`src/verilog/stream_buffer_pkg.sv`:
```
// Register map, field layout and reset values of the stream buffer address block.
// Assumes a 32-bit APB master on the single system clock.
package stream_buffer_pkg;
   localparam logic [15:0] OFS_PRIMARY_ADDR_FIRST    = 16'h81c0;
   localparam logic [15:0] OFS_PRIMARY_ADDR_SECOND   = 16'h81c4;
   localparam logic [15:0] OFS_PRIMARY_STRIDE        = 16'h81c8;
   localparam logic [15:0] OFS_SELECT_CONTROL        = 16'h81cc;
   localparam logic [15:0] OFS_SECONDARY_ADDR_FIRST  = 16'h81d0;
   localparam logic [15:0] OFS_SECONDARY_ADDR_SECOND = 16'h81d4;
   localparam logic [15:0] OFS_SECONDARY_STRIDE      = 16'h81d8;
   localparam logic [15:0] OFS_INPUT_ADDR_FIRST      = 16'h81e0;
   localparam logic [15:0] OFS_INPUT_ADDR_SECOND     = 16'h81e4;
   localparam int          ADDR_W                    = 22;
   localparam int          STRIDE_W                  = 12;
   localparam int          BIT_PRIMARY_CHOICE        = 0;
   localparam int          BIT_SECONDARY_LO          = 1;
   localparam int          BIT_INPUT_CHOICE          = 4;
   localparam int          BIT_LOAD_TIMING           = 5;
   localparam int          BIT_AUTO_FLIP             = 6;
   localparam logic [1:0]  SEC_FIRST                 = 2'h0;
   localparam logic [1:0]  SEC_SECOND                = 2'h1;
   localparam logic [1:0]  SEC_FOLLOW_INPUT          = 2'h2;
   localparam logic [1:0]  SEC_OPPOSE_INPUT          = 2'h3;
   localparam logic [21:0] RESET_ADDR                = 22'h000000;
   localparam logic [11:0] RESET_STRIDE              = 12'h000;
endpackage : stream_buffer_pkg

```
`src/verilog/stream_buffer_address_select.sv`:
```
// Start address, stride and double buffer selection registers for two display
// streams and the video input writer, reached over APB.
// Assumes frame end and vertical sync arrive as one-cycle pulses on the system clock.
//
// Behaviour
// - Hold 22-bit second primary start address; upper bits read zero.
// - Hold 22-bit first primary start address in its own register.
// - Hold first and second 22-bit secondary start addresses.
// - Primary 12-bit stride steps lines of the primary buffer.
// - Secondary 12-bit stride steps lines of the secondary buffer.
// - Primary choice bit 0 picks first or second primary address.
// - Secondary field 00 or 01 picks first or second address.
// - Secondary field 10 follows the input port's current buffer index.
// - Secondary field 11 takes the buffer opposite to the input port's.
// - Input choice bit 4 picks input address first or second.
// - Load timing 0 applies input choice now, 1 at next frame end.
// - Auto flip inverts input choice at each frame end that has no deferred choice pending and no control write in the same cycle.
// - Frame end means all words of an input frame are written.
//
// Our own choice: the APB interface to the registers.
`timescale 1ns/1ps
module stream_buffer_address_select
(
   input  wire logic        i_sys_clk,
   input  wire logic        i_rst,
   input  wire logic        psel,
   input  wire logic        penable,
   input  wire logic        pwrite,
   input  wire logic [15:0] paddr,
   input  wire logic [31:0] pwdata,
   output logic      [31:0] prdata,
   output logic             pready,
   output logic             pslverr,
   input  wire logic        i_vsync,
   input  wire logic        i_input_frame_done,
   output logic      [21:0] o_primary_start,
   output logic      [11:0] o_primary_stride,
   output logic      [21:0] o_secondary_start,
   output logic      [11:0] o_secondary_stride,
   output logic      [21:0] o_input_start,
   output logic             o_input_buffer_index
);

   ////////////////////////////////////////////////////////////////////////////
   logic [21:0] primary_addr_first;
   logic [21:0] primary_addr_second;
   logic [21:0] secondary_addr_first;
   logic [21:0] secondary_addr_second;
   logic [21:0] input_addr_first;
   logic [21:0] input_addr_second;
   logic [11:0] primary_stride;
   logic [11:0] secondary_stride;
   logic        primary_buffer_choice;
   logic [1:0]  secondary_buffer_choice;
   logic        input_choice_written;
   logic        input_choice_load_timing;
   logic        input_choice_auto_flip;
   logic        input_port_buffer_choice;
   logic        input_choice_pending;
   logic        wr_en;
   logic        rd_en;
   logic        hit;
   logic [31:0] rd_word;
   logic        next_secondary_index;

   function automatic logic [21:0] pick(input logic sel, input logic [21:0] a0,
                                        input logic [21:0] a1);
      pick = sel ? a1 : a0;
   endfunction : pick

   ////////////////////////////////////////////////////////////////////////////
   // Zero wait state slave: each access phase completes in its first cycle.
   assign wr_en = psel && penable && pwrite && pready;
   assign rd_en = psel && !penable && !pwrite;

   always_comb
   begin
      hit     = 1'b1;
      rd_word = 32'h00000000;
      case (paddr)
         stream_buffer_pkg::OFS_PRIMARY_ADDR_FIRST:    rd_word[21:0] = primary_addr_first;
         stream_buffer_pkg::OFS_PRIMARY_ADDR_SECOND:   rd_word[21:0] = primary_addr_second;
         stream_buffer_pkg::OFS_PRIMARY_STRIDE:        rd_word[11:0] = primary_stride;
         stream_buffer_pkg::OFS_SELECT_CONTROL:
         begin
            rd_word[stream_buffer_pkg::BIT_PRIMARY_CHOICE] = primary_buffer_choice;
            rd_word[2:1]                                   = secondary_buffer_choice;
            rd_word[stream_buffer_pkg::BIT_INPUT_CHOICE]   = input_port_buffer_choice;
            rd_word[stream_buffer_pkg::BIT_LOAD_TIMING]    = input_choice_load_timing;
            rd_word[stream_buffer_pkg::BIT_AUTO_FLIP]      = input_choice_auto_flip;
         end
         stream_buffer_pkg::OFS_SECONDARY_ADDR_FIRST:  rd_word[21:0] = secondary_addr_first;
         stream_buffer_pkg::OFS_SECONDARY_ADDR_SECOND: rd_word[21:0] = secondary_addr_second;
         stream_buffer_pkg::OFS_SECONDARY_STRIDE:      rd_word[11:0] = secondary_stride;
         stream_buffer_pkg::OFS_INPUT_ADDR_FIRST:      rd_word[21:0] = input_addr_first;
         stream_buffer_pkg::OFS_INPUT_ADDR_SECOND:     rd_word[21:0] = input_addr_second;
         default:                                      hit = 1'b0;
      endcase
   end

   always_ff @(posedge i_sys_clk)
   begin
      if (i_rst)
      begin
         pready  <= 1'b0;
         pslverr <= 1'b0;
         prdata  <= 32'h00000000;
      end
      else
      begin
         pready  <= psel && !penable;
         pslverr <= psel && !penable && !hit;
         if (rd_en)
         begin
            prdata <= rd_word;
         end
      end
   end

   ////////////////////////////////////////////////////////////////////////////
   // Address and stride storage; bits above each field are dropped on write.
   // The low three address bits are kept as written: software keeps them zero so
   // that each buffer starts on a quadword boundary, and nothing here rounds them.
   always_ff @(posedge i_sys_clk)
   begin
      if (i_rst)
      begin
         primary_addr_first    <= stream_buffer_pkg::RESET_ADDR;
         primary_addr_second   <= stream_buffer_pkg::RESET_ADDR;
         secondary_addr_first  <= stream_buffer_pkg::RESET_ADDR;
         secondary_addr_second <= stream_buffer_pkg::RESET_ADDR;
         input_addr_first      <= stream_buffer_pkg::RESET_ADDR;
         input_addr_second     <= stream_buffer_pkg::RESET_ADDR;
         primary_stride        <= stream_buffer_pkg::RESET_STRIDE;
         secondary_stride      <= stream_buffer_pkg::RESET_STRIDE;
      end
      else if (wr_en)
      begin
         case (paddr)
            stream_buffer_pkg::OFS_PRIMARY_ADDR_FIRST:    primary_addr_first    <= pwdata[21:0];
            stream_buffer_pkg::OFS_PRIMARY_ADDR_SECOND:   primary_addr_second   <= pwdata[21:0];
            stream_buffer_pkg::OFS_SECONDARY_ADDR_FIRST:  secondary_addr_first  <= pwdata[21:0];
            stream_buffer_pkg::OFS_SECONDARY_ADDR_SECOND: secondary_addr_second <= pwdata[21:0];
            stream_buffer_pkg::OFS_INPUT_ADDR_FIRST:      input_addr_first      <= pwdata[21:0];
            stream_buffer_pkg::OFS_INPUT_ADDR_SECOND:     input_addr_second     <= pwdata[21:0];
            stream_buffer_pkg::OFS_PRIMARY_STRIDE:        primary_stride        <= pwdata[11:0];
            stream_buffer_pkg::OFS_SECONDARY_STRIDE:      secondary_stride      <= pwdata[11:0];
            default:
            begin
            end
         endcase
      end
   end

   ////////////////////////////////////////////////////////////////////////////
   // Selection control. A pending deferred write takes priority over the flip
   // at the same frame end, so software's explicit choice is not undone at that frame end.
   always_ff @(posedge i_sys_clk)
   begin
      if (i_rst)
      begin
         primary_buffer_choice    <= 1'b0;
         secondary_buffer_choice  <= stream_buffer_pkg::SEC_FIRST;
         input_choice_load_timing <= 1'b0;
         input_choice_auto_flip   <= 1'b0;
         input_choice_written     <= 1'b0;
         input_choice_pending     <= 1'b0;
         input_port_buffer_choice <= 1'b0;
      end
      else
      begin
         if (wr_en && paddr == stream_buffer_pkg::OFS_SELECT_CONTROL)
         begin
            primary_buffer_choice    <= pwdata[stream_buffer_pkg::BIT_PRIMARY_CHOICE];
            secondary_buffer_choice  <= pwdata[2:1];
            input_choice_load_timing <= pwdata[stream_buffer_pkg::BIT_LOAD_TIMING];
            input_choice_auto_flip   <= pwdata[stream_buffer_pkg::BIT_AUTO_FLIP];
            if (!pwdata[stream_buffer_pkg::BIT_LOAD_TIMING])
            begin
               input_port_buffer_choice <= pwdata[stream_buffer_pkg::BIT_INPUT_CHOICE];
               input_choice_pending     <= 1'b0;
            end
            else
            begin
               input_choice_written <= pwdata[stream_buffer_pkg::BIT_INPUT_CHOICE];
               input_choice_pending <= 1'b1;
            end
         end
         else if (i_input_frame_done)
         begin
            if (input_choice_pending)
            begin
               input_port_buffer_choice <= input_choice_written;
               input_choice_pending     <= 1'b0;
            end
            else if (input_choice_auto_flip)
            begin
               input_port_buffer_choice <= !input_port_buffer_choice;
            end
         end
      end
   end

   ////////////////////////////////////////////////////////////////////////////
   always_comb
   begin
      case (secondary_buffer_choice)
         stream_buffer_pkg::SEC_FIRST:        next_secondary_index = 1'b0;
         stream_buffer_pkg::SEC_SECOND:       next_secondary_index = 1'b1;
         stream_buffer_pkg::SEC_FOLLOW_INPUT: next_secondary_index = input_port_buffer_choice;
         stream_buffer_pkg::SEC_OPPOSE_INPUT: next_secondary_index = !input_port_buffer_choice;
         default:                             next_secondary_index = 1'b0;
      endcase
   end

   // Display outputs change only at vsync so a frame never mixes two buffers.
   always_ff @(posedge i_sys_clk)
   begin
      if (i_rst)
      begin
         o_primary_start    <= stream_buffer_pkg::RESET_ADDR;
         o_secondary_start  <= stream_buffer_pkg::RESET_ADDR;
         o_primary_stride   <= stream_buffer_pkg::RESET_STRIDE;
         o_secondary_stride <= stream_buffer_pkg::RESET_STRIDE;
      end
      else if (i_vsync)
      begin
         o_primary_start    <= pick(primary_buffer_choice, primary_addr_first,
                                    primary_addr_second);
         o_secondary_start  <= pick(next_secondary_index, secondary_addr_first,
                                    secondary_addr_second);
         o_primary_stride   <= primary_stride;
         o_secondary_stride <= secondary_stride;
      end
   end

   // The writer reads the input start each frame, so it follows the choice at once.
   always_ff @(posedge i_sys_clk)
   begin
      if (i_rst)
      begin
         o_input_start        <= stream_buffer_pkg::RESET_ADDR;
         o_input_buffer_index <= 1'b0;
      end
      else
      begin
         o_input_start        <= pick(input_port_buffer_choice, input_addr_first,
                                      input_addr_second);
         o_input_buffer_index <= input_port_buffer_choice;
      end
   end

   ////////////////////////////////////////////////////////////////////////////
   // Input choice. A frame end with a pending deferred value and no control write loads it and skips
   // the flip; any other frame end flips the choice only when auto flip is set.
   a_flip_on_end: assert property (@(posedge i_sys_clk) disable iff (i_rst)
      (i_input_frame_done && input_choice_auto_flip && !input_choice_pending && !wr_en)
      |=> input_port_buffer_choice != $past(input_port_buffer_choice))
      else $error("input choice did not flip at frame end");
   a_hold_no_flip: assert property (@(posedge i_sys_clk) disable iff (i_rst)
      (!wr_en && !(i_input_frame_done && (input_choice_auto_flip || input_choice_pending)))
      |=> $stable(input_port_buffer_choice))
      else $error("input choice changed without cause");
   a_deferred_load: assert property (@(posedge i_sys_clk) disable iff (i_rst)
      (i_input_frame_done && input_choice_pending && !wr_en)
      |=> input_port_buffer_choice == $past(input_choice_written))
      else $error("deferred input choice not applied");
   a_deferred_hold: assert property (@(posedge i_sys_clk) disable iff (i_rst)
      (wr_en && paddr == stream_buffer_pkg::OFS_SELECT_CONTROL
       && pwdata[stream_buffer_pkg::BIT_LOAD_TIMING])
      |=> $stable(input_port_buffer_choice) && input_choice_pending)
      else $error("deferred input choice applied too early");
   a_immediate_load: assert property (@(posedge i_sys_clk) disable iff (i_rst)
      (wr_en && paddr == stream_buffer_pkg::OFS_SELECT_CONTROL
       && !pwdata[stream_buffer_pkg::BIT_LOAD_TIMING])
      |=> input_port_buffer_choice == $past(pwdata[stream_buffer_pkg::BIT_INPUT_CHOICE]))
      else $error("immediate input choice not applied");
   a_input_start: assert property (@(posedge i_sys_clk) disable iff (i_rst)
      ##1 o_input_start == ($past(input_port_buffer_choice) ? $past(input_addr_second)
                                                          : $past(input_addr_first)))
      else $error("input start address wrong");
   a_input_index: assert property (@(posedge i_sys_clk) disable iff (i_rst)
      ##1 o_input_buffer_index == $past(input_port_buffer_choice))
      else $error("input buffer index wrong");

   ////////////////////////////////////////////////////////////////////////////
   // Display side. Every output moves only on vsync, and then to the buffer
   // that the select fields name at that moment.
   a_primary_pick: assert property (@(posedge i_sys_clk) disable iff (i_rst)
      i_vsync |=> o_primary_start == ($past(primary_buffer_choice)
                  ? $past(primary_addr_second) : $past(primary_addr_first)))
      else $error("primary start address wrong");
   a_secondary_fixed: assert property (@(posedge i_sys_clk) disable iff (i_rst)
      (i_vsync && !secondary_buffer_choice[1])
      |=> o_secondary_start == ($past(secondary_buffer_choice[0])
          ? $past(secondary_addr_second) : $past(secondary_addr_first)))
      else $error("secondary fixed choice wrong");
   a_secondary_follow: assert property (@(posedge i_sys_clk) disable iff (i_rst)
      (i_vsync && secondary_buffer_choice == stream_buffer_pkg::SEC_FOLLOW_INPUT)
      |=> o_secondary_start == ($past(input_port_buffer_choice)
          ? $past(secondary_addr_second) : $past(secondary_addr_first)))
      else $error("secondary does not follow input");
   a_secondary_oppose: assert property (@(posedge i_sys_clk) disable iff (i_rst)
      (i_vsync && secondary_buffer_choice == stream_buffer_pkg::SEC_OPPOSE_INPUT)
      |=> o_secondary_start == ($past(input_port_buffer_choice)
          ? $past(secondary_addr_first) : $past(secondary_addr_second)))
      else $error("secondary does not oppose input");
   a_stride_latch: assert property (@(posedge i_sys_clk) disable iff (i_rst)
      i_vsync |=> o_primary_stride == $past(primary_stride)
                  && o_secondary_stride == $past(secondary_stride))
      else $error("stride not latched at vsync");
   a_display_stable: assert property (@(posedge i_sys_clk) disable iff (i_rst)
      !i_vsync |=> $stable(o_primary_start) && $stable(o_secondary_start)
                   && $stable(o_primary_stride) && $stable(o_secondary_stride))
      else $error("display output changed outside vsync");

   ////////////////////////////////////////////////////////////////////////////
   // Register storage and bus answers. Only the low field bits are kept, so a
   // stray reserved bit never reaches a fetch engine as part of an address.
   a_store_second: assert property (@(posedge i_sys_clk) disable iff (i_rst)
      (wr_en && paddr == stream_buffer_pkg::OFS_PRIMARY_ADDR_SECOND)
      |=> primary_addr_second == $past(pwdata[21:0]))
      else $error("primary second address not stored");
   a_store_first: assert property (@(posedge i_sys_clk) disable iff (i_rst)
      (wr_en && paddr == stream_buffer_pkg::OFS_PRIMARY_ADDR_FIRST)
      |=> primary_addr_first == $past(pwdata[21:0]))
      else $error("primary first address not stored");
   a_store_secondary: assert property (@(posedge i_sys_clk) disable iff (i_rst)
      (wr_en && paddr == stream_buffer_pkg::OFS_SECONDARY_ADDR_FIRST)
      |=> secondary_addr_first == $past(pwdata[21:0]))
      else $error("secondary first address not stored");
   a_store_sec_second: assert property (@(posedge i_sys_clk) disable iff (i_rst)
      (wr_en && paddr == stream_buffer_pkg::OFS_SECONDARY_ADDR_SECOND)
      |=> secondary_addr_second == $past(pwdata[21:0]))
      else $error("secondary second address not stored");
   a_store_stride: assert property (@(posedge i_sys_clk) disable iff (i_rst)
      (wr_en && paddr == stream_buffer_pkg::OFS_PRIMARY_STRIDE)
      |=> primary_stride == $past(pwdata[11:0]))
      else $error("primary stride not stored");
   a_apb_ready: assert property (@(posedge i_sys_clk) disable iff (i_rst)
      (psel && !penable) |=> pready ##1 !pready)
      else $error("apb ready not one cycle after setup");
   a_unmapped_error: assert property (@(posedge i_sys_clk) disable iff (i_rst)
      (psel && !penable && !hit) |=> pslverr && pready)
      else $error("unmapped access without error");

endmodule : stream_buffer_address_select

```
`config.mk`:
```
export PLATFORM = sky130hd
export DESIGN_NAME = stream_buffer_address_select
export DESIGN_NICKNAME = d
export VERILOG_FILES = /design/src/verilog/stream_buffer_pkg.sv /design/src/verilog/stream_buffer_address_select.sv
export SDC_FILE = /design/constraint.sdc
export NUM_CORES = 1
export LEC_CHECK = 0
export ABC_AREA = 1
export BUFFER_PORTS_ARGS = -buffer_cell sky130_fd_sc_hd__buf_2
export CORE_MARGIN = 2
export CORE_UTILIZATION = 30
export CTS_BUF_LIST = sky130_fd_sc_hd__clkbuf_4 sky130_fd_sc_hd__clkbuf_8
export DETAILED_ROUTE_END_ITERATION = 7
export SLEW_MARGIN = 15
export SYNTH_ARGS = -nofsm -noshare
export SYNTH_HDL_FRONTEND = slang
export SYNTH_SLANG_ARGS = --single-unit
```
`constraint.sdc`:
```
create_clock -name i_sys_clk -period 1.8 [get_ports i_sys_clk]
set_clock_uncertainty 0.1 [all_clocks]
set_input_delay 0.36 -clock i_sys_clk [delete_from_list [all_inputs] [get_ports i_sys_clk]]
set_output_delay 0.36 -clock i_sys_clk [all_outputs]
set_load 0.005 [all_outputs]
```
* Word level (Yosys, flattened, before mapping)
Index checks and enable logic that the tools add are counted.
** Word-level totals
- Input port bits :: 55
- Output and inout port bits :: 125
- Register bits :: 279
- Logic and storage cells :: 80
** Operators by class
- Equal/unequal tests :: 13
- Reductions and logical operators :: 25
- Multiplexer cells :: 18
** Operators by type and width (count)
- equality test 16 bit (second input constant) :: 9
- two-way mux 22 bit :: 3
- case mux 10 bit (6 select lines) :: 1
- case mux 3 bit (9 select lines) :: 2
- case mux 5 bit (8 select lines) :: 1
- AND reduction 2 bit :: 9
- two-way mux 1 bit :: 9
- OR reduction 9 bit :: 1
- case mux 1 bit (8 select lines) :: 1
- logical AND 1 bit :: 7
- equality test 2 bit (second input constant) :: 2
- logical NOT 1 bit :: 4
- case mux 1 bit (4 select lines) :: 1
- AND reduction 3 bit :: 1
- nonzero test 3 bit :: 1
- equality test 2 x 1 -> 1 bit (second input constant) :: 1
- logical NOT 2 bit :: 1
- inequality test 2 bit (second input constant) :: 1
- nonzero test 2 bit :: 1

* Depth between registers and ports, before layout
- Depth in word-level cells :: 6
- Mapped depth :: 13
- Mapped depth without buffers :: 10

* Worst setup path after synthesis
No wires, ideal clock.
- Path type :: input port to flip-flop
- Start point :: in paddr[15]
- End point :: reg primary_buffer_choice
- Stages on the path :: 10
- Setup time :: 128 ps
- Data required time :: 1572 ps
- Buffers on the path :: 3
- Setup slack :: 144 ps
- Arrival time :: 1428 ps
- Cell sequence :: inv_1 -> nor2_1 -> nand2_1 -> nor2_2 -> buf_6 -> buf_8 -> nand3_1 -> clkbuf_1 -> o21ai_0 -> a21oi_1
** Between the ends
- Longest elaborated chain between the ends :: 2
** RTL lines
- start, declared :: line stream_buffer_address_select.sv:29 : input wire logic [15:0] paddr,
- equality test 16 bit :: line stream_buffer_address_select.sv:172 : if (wr_en && paddr == stream_buffer_pkg::OFS_SELECT_CONTROL)
- logical AND 1 bit :: line stream_buffer_address_select.sv:172
- end signal, assigned :: line stream_buffer_address_select.sv:174 : primary_buffer_choice <= pwdata[stream_buffer_pkg::BIT_PRIMARY_CHOICE];
- end, declared :: line stream_buffer_address_select.sv:53 : logic primary_buffer_choice;
Every way passes these cells.
A chain may end at the register's enable or synchronous reset.

* Final worst setup path
- Start point :: reg input_port_buffer_choice
- End point :: reg o_secondary_start[12]
** Between the ends
- Longest elaborated chain between the ends :: 3
** RTL lines
- start, declared :: line stream_buffer_address_select.sv:58 : logic input_port_buffer_choice;
- start signal, assigned :: line stream_buffer_address_select.sv:180 : input_port_buffer_choice <= pwdata[stream_buffer_pkg::BIT_INPUT_CHOICE];
- start signal, assigned :: line stream_buffer_address_select.sv:193 : input_port_buffer_choice <= input_choice_written;
- start signal, assigned :: line stream_buffer_address_select.sv:198 : input_port_buffer_choice <= !input_port_buffer_choice;
- logical NOT 1 bit :: line stream_buffer_address_select.sv:211 : stream_buffer_pkg::SEC_OPPOSE_INPUT: next_secondary_index = !input_port_buffer_choice;
- case mux 1 bit (4 select lines) (*) :: line stream_buffer_address_select.sv:207 : case (secondary_buffer_choice)
- two-way mux 22 bit (*) :: line stream_buffer_address_select.sv:68 : pick = sel ? a1 : a0;
- end signal, assigned :: line stream_buffer_address_select.sv:222 : o_secondary_start <= stream_buffer_pkg::RESET_ADDR;
- end signal, assigned :: line stream_buffer_address_select.sv:230 : o_secondary_start <= pick(next_secondary_index, secondary_addr_first,
- end, declared :: line stream_buffer_address_select.sv:38 : output logic [21:0] o_secondary_start,
Every way passes the cells marked *; elsewhere a longest branch is shown, timed or not.

==> summary.md <==
| Metric | Value |
|---|---|
| Die area | `0.0412 mm²` |
| Tmin final | `1720 ps` |
| Worst VDD drop | `383 µV` |
| Drt wl/cell | `17.2 µm` |
| DR pass1 iterations | `6` |
| Unrepaired setup endpoints after global routing | `false` |
| Vias in the first global route | `10700` |
| WP data required | `2180 ps` |
| Hold Crit Class | `primary input to register` |
| Crit-path cells | `inv_1 > o21ai_0 > nand2_1 > buf_12 > a21oi_1 > o21ai_0 > buf_4 > o211ai_1 > inv_1` |
| Mapped Cells | `1557` |
| GRT Total Usage | `0.189` |
| Synth cell types | `31` |
| Total core area | `0.0388 mm²` |
| Setup TNS | `0 ps` |
| Layout cells sized above 1 | `0.226` |
| Total CTS buffers | `46` |
| Total congestion overflow | `0` |
| Max-cap violations | `0` |
| Initial antenna violation count | `2` |
| R2r setup slk | `80 ps` |
| First DRT Iteration DRCs | `857` |
| Setup violations, final | `0` |
| Starting density of the core | `0.306` |
| Synth warn | `0` |
| PD cells | `890 mW/mm²` |
| Worst path slowest cell | `dfxtp_1` |
| Largest net degree at the start of global routing | `73` |
| Arr. time, crit path | `2100 ps` |
| Mapped cell area | `0.0119 mm²` |
| # DRC | `0` |
| DP Worst Slack | `-288 ps` |
| Clock Tree Root | `clkbuf_8` |
| Fmax | `580 MHz` |
| Synth Area per Inst | `7.62 µm²` |
| Die height | `203 µm` |
| WS Path Type | `register to register` |
| Filler Cells Inserted | `4019` |
| Hpwl dp | `28600 µm` |
| Tcrit/Tclk final | `0.958` |
| CTS tree | `done` |
| # diodes | `0` |
| Cell family with most CP delay | `buffers and inverters` |
| Clock sink count | `279` |
| Register area share after synthesis | `0.470` |
| P&R area growth vs syn | `26.6%` |
| Die X | `203 µm` |
| Worst setup margin | `75.7 ps` |
| Min Hold Slack | `27.8 ps` |
| CP bufs+invs | `4` |
| Io pins | `180` |
| Status | `complete, no violations` |
| Nets | `1812` |
| Fin. Hold Viols | `0` |
| Max incr delay on CP | `350 ps` |
| Critical path fanouts, max | `20` |
| Clk slew on worst S/H paths | `60 ps` |
| Port bufs | `159` |
| Post-CTS setup buffers | `0` |
| Clk_lat worst skew | `590 ps` |
| First-pass GRT wire length | `61200 µm` |
| Leakage Power | `6.27 nW` |
| Final GP Congestion | `0.926` |
| Worst-case clock buffer depth | `3` |
| Overall power | `0.0134 W` |
| Routed Antenna Nets | `0` |
| Vias per cell | `4.87` |
| FP Rows | `72` |
| Final wirelength | `39600 µm` |
| Yosys reg bits | `279` |
| Slew Viols, Final | `0` |
| Via count | `11300` |
| CP endpoint kind | `register` |
| H-tree levels | `2` |
| CP startpoint kind | `register` |
[synthesized netlist by cell type]
master / n / share of area
conb_1: 1 / 0.00032
o22ai_1: 10 / 0.0053
buf_4: 16 / 0.010
nand2_2: 8 / 0.0042
nor2_4: 5 / 0.0047
o21ai_0: 188 / 0.079
nor2_2: 5 / 0.0026
nor2_1: 87 / 0.028
clkbuf_1: 75 / 0.024
inv_1: 183 / 0.058
buf_2: 29 / 0.012
nor3_1: 2 / 0.00084
a21oi_1: 230 / 0.097
nand3_1: 117 / 0.049
nand3_2: 2 / 0.0017
a211oi_2: 20 / 0.021
a211oi_1: 13 / 0.0082
buf_1: 2 / 0.00063
o211ai_1: 49 / 0.031
o211ai_2: 8 / 0.0084
nand4_1: 15 / 0.0079
inv_2: 6 / 0.0019
nand4_4: 1 / 0.0018
nand2_1: 186 / 0.059
buf_8: 1 / 0.0013
nand4_2: 1 / 0.0011
o21ai_1: 13 / 0.0055
dfxtp_1: 279 / 0.47
buf_6: 3 / 0.0028
nand3_4: 1 / 0.0015
nand2_4: 1 / 0.00095
[cell families after synthesis]
| logic type | count (synthesis) | share of synthesized area |
|---|---|---|
| AO/OA/AOI/OAI | 531 | 0.256 |
| buffers and inverters | 315 | 0.111 |
| flip-flops | 279 | 0.470 |
| other | 1 | 0.000316 |
| AND/OR/NAND/NOR | 431 | 0.163 |
[path summary, 6_finish.rpt]
path | startpoint | end | cells after the start
worst max-delay path | input_port_buffer_choice | o_secondary_start[12] | 9
worst min register to register | prdata[6] | prdata[6] | 2
worst min-delay path | i_input_frame_done | input_choice_pending | 4
worst max register to register | input_port_buffer_choice | o_secondary_start[12] | 9
[final cells by class]
class | instances | area, µm² | area share
multi-input combinational | 972 | 5010 | 0.334
clock buffer | 74 | 931 | 0.0619
sequential | 279 | 5590 | 0.372
tap | 518 | 648 | 0.0431
timing repair buffer | 269 | 2010 | 0.134
inverter | 189 | 712 | 0.0474
clock inverter | 10 | 134 | 0.00891
[layer usage]
metal	global-route usage	up-vias	share of wire	routed length, µm
li1	-	5607	-	-
met1	0.249	5174	0.44	17400
met2	0.303	383	0.45	18000
met3	0.0424	89	0.074	2950
met4	0.0722	2	0.033	1310
met5	0	-	0.00018	7
[layout by cell type (no fill, tap or decap), types with 14 or more instances in the layout]
master and count:
clkbuf_8 60, o211ai_1 49, inv_1 182, buf_4 76, a211oi_2 20, nand4_1 15
nor2_1 86, dfxtp_1 279, o21ai_0 188, clkbuf_4 14, a21oi_1 230, buf_12 29
nand3_1 117, buf_2 157, nand2_1 186
[where the power goes]
group	internal [W]	switching, W
registers	0.00626	0.0000470
clock network	0.00372	0.00262
logic	0.000259	0.000479
total	0.0102	0.00314
[what timing repair did]
item / 4_1_cts / 5_1_grt
gates resized for setup: 0 / 0
endpoints found under the hold margin: 10 / 0
hold buffers: 7 / 0
[worst reg2reg max path, cell delays in order, from the launching register on]
cell	delay, ps
dfxtp_1	350
inv_1	80
o21ai_0	160
nand2_1	180
buf_12	200
a21oi_1	110
o21ai_0	140
buf_4	180
o211ai_1	70
inv_1	50
[through the flow]
step	cell area (µm²)	utilization	cells
floorplan	11900	-	1566
CTS	15000	0.387	2311
global placement	13900	0.358	2220
detailed placement	13900	0.358	2220
finish	15000	0.387	2311
global route	15000	0.387	2311
[sequential cells by signal (all words and copies together) (netlist names), 2 cells and up]
| signal | flops |
|---|---|
| input_addr_first | 22 |
| input_addr_second | 22 |
| o_input_start | 22 |
| o_primary_start | 22 |
| o_primary_stride | 12 |
| o_secondary_start | 22 |
| o_secondary_stride | 12 |
| prdata | 22 |
| primary_addr_first | 22 |
| primary_addr_second | 22 |
| primary_stride | 12 |
| secondary_addr_first | 22 |
| secondary_addr_second | 22 |
| secondary_buffer_choice | 2 |
| secondary_stride | 12 |
Power figures use the tool's default switching activity.
